### src/rtl/bdu_map.svh
// Opcode fields, flag positions, address layout and reset values of the adjust/decrement unit
`ifndef BDU_MAP_SVH
`define BDU_MAP_SVH

// ============================================================
// Instruction encodings
`define BDU_OP_ADJ_WORD 16'h0007
`define BDU_OP_DEC_HI 15
`define BDU_OP_DEC_LO 10
`define BDU_OP_DEC_CODE 6'h01
`define BDU_DEST_BIT 9
`define BDU_BANK_BIT 8
`define BDU_FILE_HI 7
`define BDU_FILE_LO 0

// ============================================================
// Status flag bit positions
`define BDU_FLAG_C 0
`define BDU_FLAG_HC 1
`define BDU_FLAG_Z 2
`define BDU_FLAG_V 3
`define BDU_FLAG_N 4
`define BDU_FLAG_W 5

// ============================================================
// Arithmetic constants
`define BDU_NIBBLE_MAX 4'h9
`define BDU_BCD_FIX_LO 9'h006
`define BDU_BCD_FIX_HI 9'h060
`define BDU_DEC_ADDEND 9'h0FF
`define BDU_SIGN_MIN 8'h80

// ============================================================
// File-register addressing: access bank splits into a low and a high bank
`define BDU_ADDR_W 12
`define BDU_BANK_W 4
`define BDU_ACCESS_SPLIT 8'h80
`define BDU_ACCESS_LO_BANK 4'h0
`define BDU_ACCESS_HI_BANK 4'hF

// ============================================================
// Reset values
`define BDU_RST_BYTE 8'h00
`define BDU_RST_WORD 16'h0000
`define BDU_RST_FLAGS 5'h00
`define BDU_RST_ADDR 12'h000

`endif

### src/rtl/bdu_pkg.sv
// Types shared by the adjust/decrement unit and its arithmetic core
package bdu_pkg;
`include "bdu_map.svh"

	typedef logic [7:0] bdu_byte_t;
	typedef logic [`BDU_FLAG_W-1:0] bdu_flags_t;
	typedef logic [`BDU_ADDR_W-1:0] bdu_addr_t;
	typedef logic [`BDU_BANK_W-1:0] bdu_bank_t;

	// One phase per state; idle follows the last phase only when no new word is taken
	typedef enum logic [4:0] {
		BDU_IDLE = 5'b0_0001,
		BDU_Q1 = 5'b0_0010,
		BDU_Q2 = 5'b0_0100,
		BDU_Q3 = 5'b0_1000,
		BDU_Q4 = 5'b1_0000
	} bdu_state_t;

	// Operation selected by the decoder
	typedef enum logic [2:0] {
		BDU_OP_NONE = 3'b001,
		BDU_OP_ADJ = 3'b010,
		BDU_OP_DEC = 3'b100
	} bdu_op_t;
endpackage

### src/rtl/bdu_alu_if.sv
// Carrier between the sequencer and the arithmetic core
interface bdu_alu_if;
	import bdu_pkg::*;
	bdu_op_t op;
	bdu_byte_t operand;
	bdu_flags_t flags_in;
	bdu_byte_t result;
	bdu_flags_t flags_out;
	bdu_flags_t flags_mask;

	modport seq (output op, output operand, output flags_in,
		input result, input flags_out, input flags_mask);
	modport alu (input op, input operand, input flags_in,
		output result, output flags_out, output flags_mask);
endinterface

### src/rtl/bcd_adjust_and_decrement_unit.sv
// Four-phase sequencer for the decimal adjust and file decrement instructions
//
// Summary of operation
// - Low nibble above nine or half carry set: add six to low nibble.
// - High nibble above nine or carry set: add six to high nibble.
// - Otherwise the low nibble goes back to the accumulator unchanged.
// - Decrement reads the file register, subtracts one, sends result onward.
// - Destination bit zero: result to accumulator, file register untouched.
// - Destination bit one: result written back to the same file register.
// - Bank bit zero: use the fixed access bank, ignore bank select.
// - Bank bit one: address built from the bank select register value.
// - File field spans 0 to 255; destination and bank fields are one bit.
//
// Strobed register access and the register offsets are this design's own decisions.
`include "bdu_map.svh"
module bcd_adjust_and_decrement_unit (
	input wire logic clk, // Core clock
	input wire logic nrst, // Synchronous reset, active low
	input wire logic instr_valid, // Instruction word offered
	input wire logic [15:0] instr_word, // Instruction word
	input wire bdu_pkg::bdu_bank_t bank_sel, // Current bank select register value
	input wire bdu_pkg::bdu_byte_t w_in, // Current accumulator value
	input wire bdu_pkg::bdu_flags_t status_in, // Current status flags
	output logic rf_rd_en, // File register read strobe
	output bdu_pkg::bdu_addr_t rf_addr, // File register address
	input wire bdu_pkg::bdu_byte_t rf_rd_data, // File read data, one cycle after strobe
	output logic rf_wr_en, // File register write strobe
	output bdu_pkg::bdu_byte_t rf_wr_data, // File register write data
	output logic w_wr_en, // Accumulator write strobe
	output bdu_pkg::bdu_byte_t w_wr_data, // Accumulator write data
	output logic status_wr_en, // Status write strobe
	output bdu_pkg::bdu_flags_t status_wr_mask, // Flags that the write changes
	output bdu_pkg::bdu_flags_t status_wr_data, // New flag values
	output logic instr_ready, // Unit can take an instruction now
	output logic instr_done, // Pulse in the write phase of a finished instruction
	output logic instr_bad // Pulse when the offered word is not handled here
);
	import bdu_pkg::*;

	// ============================================================
	// Address formation

	// Access bank maps the low half of the field to one bank and the high half to another
	function automatic bdu_addr_t bdu_file_addr(input logic use_bank, input bdu_bank_t bank,
		input bdu_byte_t f);
		if (use_bank) begin
			bdu_file_addr = {bank, f};
		end else if (f < `BDU_ACCESS_SPLIT) begin
			bdu_file_addr = {`BDU_ACCESS_LO_BANK, f};
		end else begin
			bdu_file_addr = {`BDU_ACCESS_HI_BANK, f};
		end
	endfunction

	// ============================================================
	// State and datapath registers

	bdu_state_t state_r;
	bdu_state_t state_nxt;
	logic [15:0] ir_r;
	logic [15:0] ir_nxt;
	bdu_op_t op_r;
	bdu_op_t op_nxt;
	logic dest_file_r;
	logic dest_file_nxt;
	bdu_byte_t operand_r;
	bdu_byte_t operand_nxt;
	bdu_flags_t flags_r;
	bdu_flags_t flags_nxt;
	bdu_addr_t addr_r;
	bdu_addr_t addr_nxt;
	logic rd_en_r;
	logic rd_en_nxt;
	logic rf_wr_r;
	logic rf_wr_nxt;
	logic w_wr_r;
	logic w_wr_nxt;
	logic st_wr_r;
	logic st_wr_nxt;
	bdu_byte_t res_r;
	bdu_byte_t res_nxt;
	bdu_flags_t mask_r;
	bdu_flags_t mask_nxt;
	bdu_flags_t sflags_r;
	bdu_flags_t sflags_nxt;
	logic done_r;
	logic done_nxt;
	logic bad_r;
	logic bad_nxt;
	logic take;

	bdu_alu_if alu_bus ();

	bdu_alu u_alu (
		.bus(alu_bus)
	);

	// Operands reach the core in the processing phase; file data stands only then, so it is
	// fed straight from the port rather than through a register that would lag a cycle
	assign alu_bus.op = op_r;
	assign alu_bus.operand = (op_r == BDU_OP_DEC) ? rf_rd_data : operand_r;
	assign alu_bus.flags_in = flags_r;

	// A new word may enter while idle or in the last phase, so cycles run back to back
	assign instr_ready = (state_r == BDU_IDLE) || (state_r == BDU_Q4);
	assign take = instr_valid && instr_ready;

	// ============================================================
	// Next-state and datapath computation

	// Phase sequencing and each phase's work
	always_comb begin
		state_nxt = state_r;
		ir_nxt = ir_r;
		op_nxt = op_r;
		dest_file_nxt = dest_file_r;
		operand_nxt = operand_r;
		flags_nxt = flags_r;
		addr_nxt = addr_r;
		rd_en_nxt = 1'b0;
		rf_wr_nxt = 1'b0;
		w_wr_nxt = 1'b0;
		st_wr_nxt = 1'b0;
		res_nxt = res_r;
		mask_nxt = mask_r;
		sflags_nxt = sflags_r;
		done_nxt = 1'b0;
		bad_nxt = 1'b0;
		case (state_r)
			BDU_IDLE: begin
				if (take) begin
					ir_nxt = instr_word;
					state_nxt = BDU_Q1;
				end
			end
			BDU_Q1: begin
				// Decode: fixed word for the adjust, six-bit prefix for the decrement
				if (ir_r == `BDU_OP_ADJ_WORD) begin
					op_nxt = BDU_OP_ADJ;
					dest_file_nxt = 1'b0;
					rd_en_nxt = 1'b0;
					state_nxt = BDU_Q2;
				end else if (ir_r[`BDU_OP_DEC_HI:`BDU_OP_DEC_LO] == `BDU_OP_DEC_CODE) begin
					op_nxt = BDU_OP_DEC;
					dest_file_nxt = ir_r[`BDU_DEST_BIT];
					// Full eight-bit field, so every file address 0..255 is reachable
					addr_nxt = bdu_file_addr(ir_r[`BDU_BANK_BIT], bank_sel,
						ir_r[`BDU_FILE_HI:`BDU_FILE_LO]);
					rd_en_nxt = 1'b1;
					state_nxt = BDU_Q2;
				end else begin
					// Not ours: drop it and flag it, no register or flag is touched
					op_nxt = BDU_OP_NONE;
					bad_nxt = 1'b1;
					state_nxt = BDU_IDLE;
				end
			end
			BDU_Q2: begin
				// Read phase: flags, and for the adjust the accumulator, are sampled now, after any prior write
				flags_nxt = status_in[`BDU_FLAG_W-1:0];
				if (op_r == BDU_OP_ADJ) begin
					operand_nxt = w_in;
				end
				state_nxt = BDU_Q3;
			end
			BDU_Q3: begin
				// File data returns now, one cycle after the strobe, and feeds the core directly
				state_nxt = BDU_Q4;
			end
			BDU_Q4: begin
				done_nxt = 1'b0;
				if (take) begin
					ir_nxt = instr_word;
					state_nxt = BDU_Q1;
				end else begin
					state_nxt = BDU_IDLE;
				end
			end
			default: begin
				state_nxt = BDU_IDLE;
			end
		endcase
		// Process phase result is captured on entry to the write phase
		if (state_r == BDU_Q3) begin
			res_nxt = alu_bus.result;
			mask_nxt = alu_bus.flags_mask;
			sflags_nxt = alu_bus.flags_out;
			st_wr_nxt = 1'b1;
			done_nxt = 1'b1;
			if (op_r == BDU_OP_ADJ) begin
				w_wr_nxt = 1'b1;
			end else if (dest_file_r) begin
				rf_wr_nxt = 1'b1;
			end else begin
				w_wr_nxt = 1'b1;
			end
		end
	end

	// Registers only; reset parks the unit idle with every strobe low
	always_ff @(posedge clk) begin
		if (!nrst) begin
			state_r <= BDU_IDLE;
			ir_r <= `BDU_RST_WORD;
			op_r <= BDU_OP_NONE;
			dest_file_r <= 1'b0;
			operand_r <= `BDU_RST_BYTE;
			flags_r <= `BDU_RST_FLAGS;
			addr_r <= `BDU_RST_ADDR;
			rd_en_r <= 1'b0;
			rf_wr_r <= 1'b0;
			w_wr_r <= 1'b0;
			st_wr_r <= 1'b0;
			res_r <= `BDU_RST_BYTE;
			mask_r <= `BDU_RST_FLAGS;
			sflags_r <= `BDU_RST_FLAGS;
			done_r <= 1'b0;
			bad_r <= 1'b0;
		end else begin
			state_r <= state_nxt;
			ir_r <= ir_nxt;
			op_r <= op_nxt;
			dest_file_r <= dest_file_nxt;
			operand_r <= operand_nxt;
			flags_r <= flags_nxt;
			addr_r <= addr_nxt;
			rd_en_r <= rd_en_nxt;
			rf_wr_r <= rf_wr_nxt;
			w_wr_r <= w_wr_nxt;
			st_wr_r <= st_wr_nxt;
			res_r <= res_nxt;
			mask_r <= mask_nxt;
			sflags_r <= sflags_nxt;
			done_r <= done_nxt;
			bad_r <= bad_nxt;
		end
	end

	// ============================================================
	// Outputs, all from flip-flops except the ready handshake

	// Address is held through the write phase so one port serves read and write-back
	assign rf_rd_en = rd_en_r;
	assign rf_addr = addr_r;
	assign rf_wr_en = rf_wr_r;
	assign rf_wr_data = res_r;
	assign w_wr_en = w_wr_r;
	assign w_wr_data = res_r;
	assign status_wr_en = st_wr_r;
	assign status_wr_mask = mask_r;
	assign status_wr_data = sflags_r;
	assign instr_done = done_r;
	assign instr_bad = bad_r;
endmodule

### src/rtl/bdu_alu.sv
// Combinational arithmetic for the decimal adjust and the file decrement
`include "bdu_map.svh"
module bdu_alu (
	bdu_alu_if.alu bus // Operation, operand and results
);
	import bdu_pkg::*;

	// Flags of one nibble test, shared by both corrections
	function automatic logic bdu_over_nine(input logic [3:0] nib);
		bdu_over_nine = nib > `BDU_NIBBLE_MAX;
	endfunction

	logic [8:0] lo_sum;
	logic [8:0] hi_sum;
	logic [8:0] dec_sum;
	logic lo_fix;
	logic hi_fix;

	// Both corrections in one chain: the low fix may carry into the high nibble
	always_comb begin
		lo_fix = bdu_over_nine(bus.operand[3:0]) | bus.flags_in[`BDU_FLAG_HC];
		lo_sum = {1'b0, bus.operand} + (lo_fix ? `BDU_BCD_FIX_LO : 9'h000);
		hi_fix = bdu_over_nine(lo_sum[7:4]) | bus.flags_in[`BDU_FLAG_C] | lo_sum[8];
		hi_sum = lo_sum + (hi_fix ? `BDU_BCD_FIX_HI : 9'h000);
		dec_sum = {1'b0, bus.operand} + `BDU_DEC_ADDEND;
	end

	// Result and flag selection; unused operations leave all flags untouched
	always_comb begin
		bus.result = bus.operand;
		bus.flags_out = bus.flags_in;
		bus.flags_mask = `BDU_RST_FLAGS;
		case (bus.op)
			BDU_OP_ADJ: begin
				bus.result = hi_sum[7:0];
				// Carry stays set once set: an earlier decimal carry is never undone
				bus.flags_out[`BDU_FLAG_C] = hi_sum[8] | bus.flags_in[`BDU_FLAG_C];
				bus.flags_mask[`BDU_FLAG_C] = 1'b1;
			end
			BDU_OP_DEC: begin
				bus.result = dec_sum[7:0];
				bus.flags_out[`BDU_FLAG_C] = dec_sum[8];
				bus.flags_out[`BDU_FLAG_HC] = bus.operand[3:0] != 4'h0;
				bus.flags_out[`BDU_FLAG_Z] = dec_sum[7:0] == `BDU_RST_BYTE;
				bus.flags_out[`BDU_FLAG_V] = bus.operand == `BDU_SIGN_MIN;
				bus.flags_out[`BDU_FLAG_N] = dec_sum[7];
				bus.flags_mask = {`BDU_FLAG_W{1'b1}};
			end
			default: begin
				bus.result = bus.operand;
			end
		endcase
	end
endmodule

### config.mk
export PLATFORM = sky130hd
export DESIGN_NAME = bcd_adjust_and_decrement_unit
export DESIGN_NICKNAME = d
export VERILOG_FILES = /design/src/rtl/bdu_pkg.sv /design/src/rtl/bdu_alu_if.sv /design/src/rtl/bcd_adjust_and_decrement_unit.sv /design/src/rtl/bdu_alu.sv
export VERILOG_INCLUDE_DIRS = /design/src /design/src/rtl
export SDC_FILE = /design/constraint.sdc
export NUM_CORES = 1
export LEC_CHECK = 0
export ABC_AREA = 1
export BUFFER_PORTS_ARGS = -buffer_cell sky130_fd_sc_hd__buf_2
export CORE_MARGIN = 8
export CORE_UTILIZATION = 30
export DETAILED_ROUTE_END_ITERATION = 10
export GPL_ROUTABILITY_DRIVEN = 1
export PLACE_DENSITY = 0.6
export SLEW_MARGIN = 20
export SYNTH_ARGS = -nofsm -noshare
export SYNTH_HDL_FRONTEND = slang
export SYNTH_SLANG_ARGS = --single-unit
### constraint.sdc
create_clock -name clk -period 4.8 [get_ports clk]
set_input_delay 0.48 -clock clk [delete_from_list [all_inputs] [get_ports clk]]
set_output_delay 0.48 -clock clk [all_outputs]
set_load 0.02 [all_outputs]
# ---- Word-level counts from Yosys, hierarchy flattened
# Cells that the tools add are included.
# W data, S select, Z words.
dict set report word_totals {
  ff_bits 73
  input_bits 44
  output_inout_bits 45
  word_cells 79
}
dict set report classes {
  add_sub_neg 3
  n_lt_le_gt_ge 3
  n_eq_ne 11
  mux 25
  bitwise 8
  reduce_logical 14
}
# cell n
set ops {}
lappend ops {{$pmux W5 S5} 1}
lappend ops {{$mux W12} 2}
lappend ops {{$eq A16 B3 Y1 const B} 1}
lappend ops {{$pmux W8 S2} 1}
lappend ops {{$mux W3} 5}
lappend ops {{$add A8 B8 Y9 const B} 1}
lappend ops {{$add A8 B9 Y9} 1}
lappend ops {{$add A9 B9 Y9} 1}
lappend ops {{$mux W1} 9}
lappend ops {{$eq A8 B8 Y1 const B} 1}
lappend ops {{$gt A4 B4 Y1 const B} 2}
lappend ops {{$logic_not A8 Y1} 1}
lappend ops {{$lt A8 B8 Y1 const B} 1}
lappend ops {{$mux W4} 2}
lappend ops {{$mux W8} 1}
lappend ops {{$reduce_and A2 Y1} 4}
lappend ops {{$mux W7} 1}
lappend ops {{$eq A6 B1 Y1 const B} 1}
lappend ops {{$reduce_or A3 Y1} 2}
lappend ops {{$eq A5 B1 Y1 const B} 1}
lappend ops {{$eq A5 B2 Y1 const B} 1}
lappend ops {{$eq A5 B3 Y1 const B} 1}
lappend ops {{$eq A5 B4 Y1 const B} 1}
lappend ops {{$eq A5 B5 Y1 const B} 1}
lappend ops {{other kinds (14)} 21}

# ---- Longest topological paths before layout
dict set report logic_depth {
  word_depth 13
  ltp_mapped 29
  ltp_nobuf 28
}

# ---- Modules after synthesis
# From an unflattened synthesis, not the netlist that was laid out.
dict set report hier_totals {
  cells_unflattened 515
  area_unflattened_um2 3673.5
}
# mod instances cells_each area_each_um2 seq_area_each_um2
set by_module_without_submodules {}
lappend by_module_without_submodules {bcd_adjust_and_decrement_unit 1 380 2891.5 1461.4}
lappend by_module_without_submodules {bdu_alu 1 135 782.0 0.0}

# ---- Worst setup path before layout
# OpenSTA, ideal clock, no wires.
dict set report synth_timing {
  path_type {reg-to-reg}
  start {register op_r[0] (netlist: alu_bus.op[0])}
  end {register res_r[6] (netlist: rf_wr_data[6])}
  arrival_ns 3.472
  path_slack_ns 1.203
  stages_incl_launch_ff 25
  period_less_slack_ns 3.597
  cell_sequence {dfxtp_1 > nor2_4 > nand2_4 > buf_6 > o21ai_2 > inv_1 > ha_1 > o21ai_0 > a21oi_1 > inv_1 > ha_1 > inv_1 > fa_1 > inv_1 > nand2_2 > nor2_1 > nand2_1 > nand2_1 > nand2_2 > nand2_2 > nand2_2 > ha_1 > ha_1 > a221oi_1 > a21oi_1}
}
dict set report synth_via {
  elab_chain_cells 12
  elab_cells_between_ends 14
  cone_classes {add/sub: 3; order compare: 2; eq/ne: 2; mux: 4; bitwise: 3}
}
# element line_no
set synth_lines {}
lappend synth_lines {{start: declaration} bcd_adjust_and_decrement_unit.sv:62} ;# bdu_op_t op_r;
lappend synth_lines {{start signal: assignment} bcd_adjust_and_decrement_unit.sv:222} ;# op_r <= op_nxt;
lappend synth_lines {{$eq A3 B3 Y1} {bcd_adjust_and_decrement_unit.sv:101, bdu_alu.sv:33}}
lappend synth_lines {{$mux W8} bcd_adjust_and_decrement_unit.sv:101} ;# assign alu_bus.operand = (op_r == BDU_OP_DEC) ? rf_rd_data : operand_r;
lappend synth_lines {{$gt A4 B4 Y1 (no line)} -}
lappend synth_lines {{$or A1 B1 Y1} bdu_alu.sv:21} ;# lo_fix = bdu_over_nine(bus.operand[3:0]) | bus.flags_in[`BDU_FLAG_HC];
lappend synth_lines {{$mux W3} bdu_alu.sv:22} ;# lo_sum = {1'b0, bus.operand} + (lo_fix ? `BDU_BCD_FIX_LO : 9'h000);
lappend synth_lines {{$add A8 B9 Y9} bdu_alu.sv:22}
lappend synth_lines {{$gt A4 B4 Y1 (no line)} -}
lappend synth_lines {{$or A1 B1 Y1 (2 in series)} bdu_alu.sv:23} ;# hi_fix = bdu_over_nine(lo_sum[7:4]) | bus.flags_in[`BDU_FLAG_C] | lo_sum[8];
lappend synth_lines {{$mux W7} bdu_alu.sv:24} ;# hi_sum = lo_sum + (hi_fix ? `BDU_BCD_FIX_HI : 9'h000);
lappend synth_lines {{$add A9 B9 Y9} bdu_alu.sv:24}
lappend synth_lines {{$pmux W8 S2 *} bdu_alu.sv:33} ;# case (bus.op)
lappend synth_lines {{end signal: assignment} bcd_adjust_and_decrement_unit.sv:214} ;# res_r <= `BDU_RST_BYTE;
lappend synth_lines {{end signal: assignment} bcd_adjust_and_decrement_unit.sv:231} ;# res_r <= res_nxt;
lappend synth_lines {{end: declaration} bcd_adjust_and_decrement_unit.sv:80} ;# bdu_byte_t res_r;
# Mark *: on every way between the ends. The rest lies on a longest branch, timed or not.
# A chain may end at the register's enable or synchronous reset.

# ---- Worst setup path after layout
# Ends and elaborated chain as after synthesis.

==> results by group <==
Synth
  – Ys async rst share: 0%
  – Synth Cell Area: 0.00350 sq mm
  – Ys flop type: dfxtp_1
  – Post-synth EDFFs: 0
  – Syn Inst Count: 473
  – Syn Area/Cell: 7.41 sq um
  – Syn_nets: 525
  – Synth Warn #: 0
  – Sequential area share after synthesis: 40.0%
  – Cell variety after synth: 44
  – Yosys reg bits: 70

Timing
  – Final setup vio count: 0
  – Slew Viols, Final: 0
  – Post-route minimum period: 4.13 ns
  – Worst Max-Slew Pin Slew: 0.861 ns
  – Final Skew: 0.00606 ns
  – Fmax: 242 MHz
  – Slew headroom: 42.2%
  – Final hold vios: 0
  – Unrepaired setup endpoints after global routing: false
  – Period Utilization, post-route: 86.0%
  – TNS Setup: 0 ns

Outcome
  – Status: complete, no violations

Placement
  – GPL Wtd Cong: 0.820
  – Hpwl dp: 7.25 mm
  – Port Buffers: 88
  – Placed Area: 0.00395 sq mm

Pwr
  – PwrDens: 324 mW/mm^2
  – Leak: 2.01 nW
  – Max rail drop VDD: 155 uV

Floorplanning
  – Initial core utilization: 30.7%
  – Die height: 124 microns
  – Boundary pin count: 89
  – Core ar.: 0.0114 sq mm
  – Row cnt: 39
  – Die footprint: 0.0154 sq mm
  – Die X: 124 microns

Routing
  – Vias: 3224
  – Vias/cell: 4.68
  – TritonRoute pass-1 iters: 4
  – Post-DR wirelength/cell: 13.8 microns
  – Post-detailed-route DRC marker count: 0
  – ANT nets after route: 0
  – Initial DRC Count: 217
  – Routed wire length: 9.49 mm

Final layout
  – Commonest non-fill, non-tap cells in the layout: buf_2, dfxtp_1, nor2_1, nand2_1, inv_1
  – Fin util: 37.2%
  – Synth-to-Final Area Change: 21.3%
  – Final #Nets: 594
  – Final std cell area, no fill: 0.00425 sq mm
  – Diode count: 0
  – Share of cells above drive strength 1: 25.3%
  – Most common cell after layout, fill and taps aside: buf_2

GRT
  – Wire length of the first global-routing pass: 15.0 mm
  – Vias in the first global route: 3141
  – Initial antenna violation count: 0
  – Pin count of the biggest net entering global routing: 59
  – GRT Total Usage: 12.5%
  – Grt ovf: 0

Worst setup path
  – Crit path launch type: register
  – Worst EP arrival: 4.34 ns
  – Max incr delay on CP: 0.41 ns
  – CP top delay family: adder cells
  – Flop-to-flop setup slack: 0.67 ns
  – Setup CP Type: reg -> reg
  – Critical Path RT: 5.01 ns
  – Crit. End Element: register
  – Crit-path cells: nor2_4 -> nand2_4 -> inv_2 -> nand2_1 -> o21a_1 -> ha_1 -> o21ai_0 -> a21oi_1 -> inv_1 -> ha_1 -> inv_1 -> fa_1 -> inv_1 -> nand2_2 -> nor2_1 -> nand2_1 -> nand2_1 -> nand2_2 -> nand2_2 -> nand2_2 -> ha_1 -> ha_1 -> a221oi_1 -> a21oi_1
  – WP buf/inv: 4
  – Slowest cell on crit path: fa_1
  – Worst Path Max Fanout: 19

Worst hold path
  – Worst min path class: in -> reg

CTS
  – Hold_buf cts: 0
  – Post-CTS Resized: 0
  – Clock latency on the worst-skew pair: 0.34 ns
  – Root buf cell: clkbuf_16
  – H-tree Lvls: 3
  – Setup repair bufs after CTS: 0
  – Cts bufs inserted: 9
  – CTS Sinks: 70
  – CTS tree: yes
  – Clock slew at reported path FFs: 0.05 ns
  – Clock Tree Buf Depth: 2

Job
  – Max_cap viols: 0
-- worst reg2reg max path, cell delays in order, from the launching register on --
cell	delay, ns
dfxtp_1	0.34
nor2_4	0.18
nand2_4	0.20
inv_2	0.26
nand2_1	0.09
o21a_1	0.19
ha_1	0.23
o21ai_0	0.16
a21oi_1	0.12
inv_1	0.10
ha_1	0.18
inv_1	0.07
fa_1	0.41
inv_1	0.11
nand2_2	0.05
nor2_1	0.12
nand2_1	0.07
nand2_1	0.07
nand2_2	0.06
nand2_2	0.08
nand2_2	0.06
ha_1	0.20
ha_1	0.27
a221oi_1	0.27
a21oi_1	0.11
-- sequential cells by signal, summed over array words and instances (netlist names), 2 cells and up --
register,count
state_r,5
ir_r,16
rf_addr,12
alu_bus.flags_in,5
operand_r,8
rf_wr_data,8
status_wr_mask,2
alu_bus.op,3
status_wr_data,5
-- area by class of cell --
cell class                 instances  area (sq um)
fill                            1234          7170
multi-input combinational        313          1700
sequential                        70          1400
timing repair buffer              88           440
clock buffer                      11           233
inverter                          60           225
tap                              143           179
clock inverter                     4          72.6
-- through the flow --
| step | setup slack (ns) | total power, W | cells | hold WS, ns |
|---|---|---|---|---|
| 2_1_floorplan | 1.20 | 0.000663 | 473 | 0.427 |
| 3_3_place_gp | 0.923 | 0.000695 | 674 | 0.432 |
| 3_5_place_dp | 0.709 | 0.000697 | 674 | 0.437 |
| 4_1_cts | 0.688 | 0.00139 | 689 | 0.379 |
| 5_1_grt | 0.263 | 0.00142 | 689 | 0.384 |
| 6_report | 0.673 | 0.00138 | 689 | 0.380 |
-- metal layers --
metal	global-route usage [%]	routed length (microns)
met5	0	0
met4	5.43	129
met3	3.85	614
met2	19.0	4270
met1	15.9	4480
-- report_power, final --
part / switching [W] / internal (W) / total (W)
Combinational: 0.0000469 / 0.0000308 / 0.0000777
Clock: 0.000240 / 0.000451 / 0.000691
Sequential: 0.00000996 / 0.000596 / 0.000606
Total: 0.000297 / 0.00108 / 0.00138
-- path summary, 6_finish.rpt --
| kind | startpoint | to | cells after the start |
|---|---|---|---|
| setup reg to reg | alu_bus.op[0] | rf_wr_data[6] | 24 |
| hold / removal | w_in[2] | operand_r[2] | 3 |
| setup / recovery | alu_bus.op[0] | rf_wr_data[6] | 24 |
| hold reg to reg | rf_addr[5] | rf_addr[5] | 2 |
-- Yosys cell counts (2+ instances only) --
cell type	instances	share of area [%]
a211oi_1	2	0.43
a21oi_1	37	5.3
a221oi_1	2	0.50
a31oi_1	3	0.54
buf_2	3	0.43
buf_4	12	2.6
clkbuf_1	12	1.3
dfxtp_1	70	40
ha_1	7	2.5
inv_1	57	6.1
inv_2	2	0.21
nand2_1	58	6.2
nand2_2	16	2.9
nand2_4	4	1.3
nand3_1	14	2.0
nand3b_1	4	0.86
nand4_1	5	0.89
nor2_1	64	6.9
nor2_2	4	0.71
nor2_4	3	0.96
nor3_1	4	0.57
nor4_2	3	1.1
o21ai_0	56	8.0
o21ai_2	2	0.50
o21ai_4	2	0.93
o31ai_1	2	0.43
or4_1	3	0.64
xor2_1	6	1.5
-- cells by family after synthesis --
group                    count (synthesis)  synth area share [%]
adder cells (fa/ha/maj)                  8                  3.07
flip-flops                              70                  40.0
AO/OA/AOI/OAI                          114                  18.4
buffers and inverters                   90                  11.5
AND/OR/NAND/NOR                        185                  25.6
XOR/XNOR                                 6                  1.50
Power figures use the tool's default switching activity.
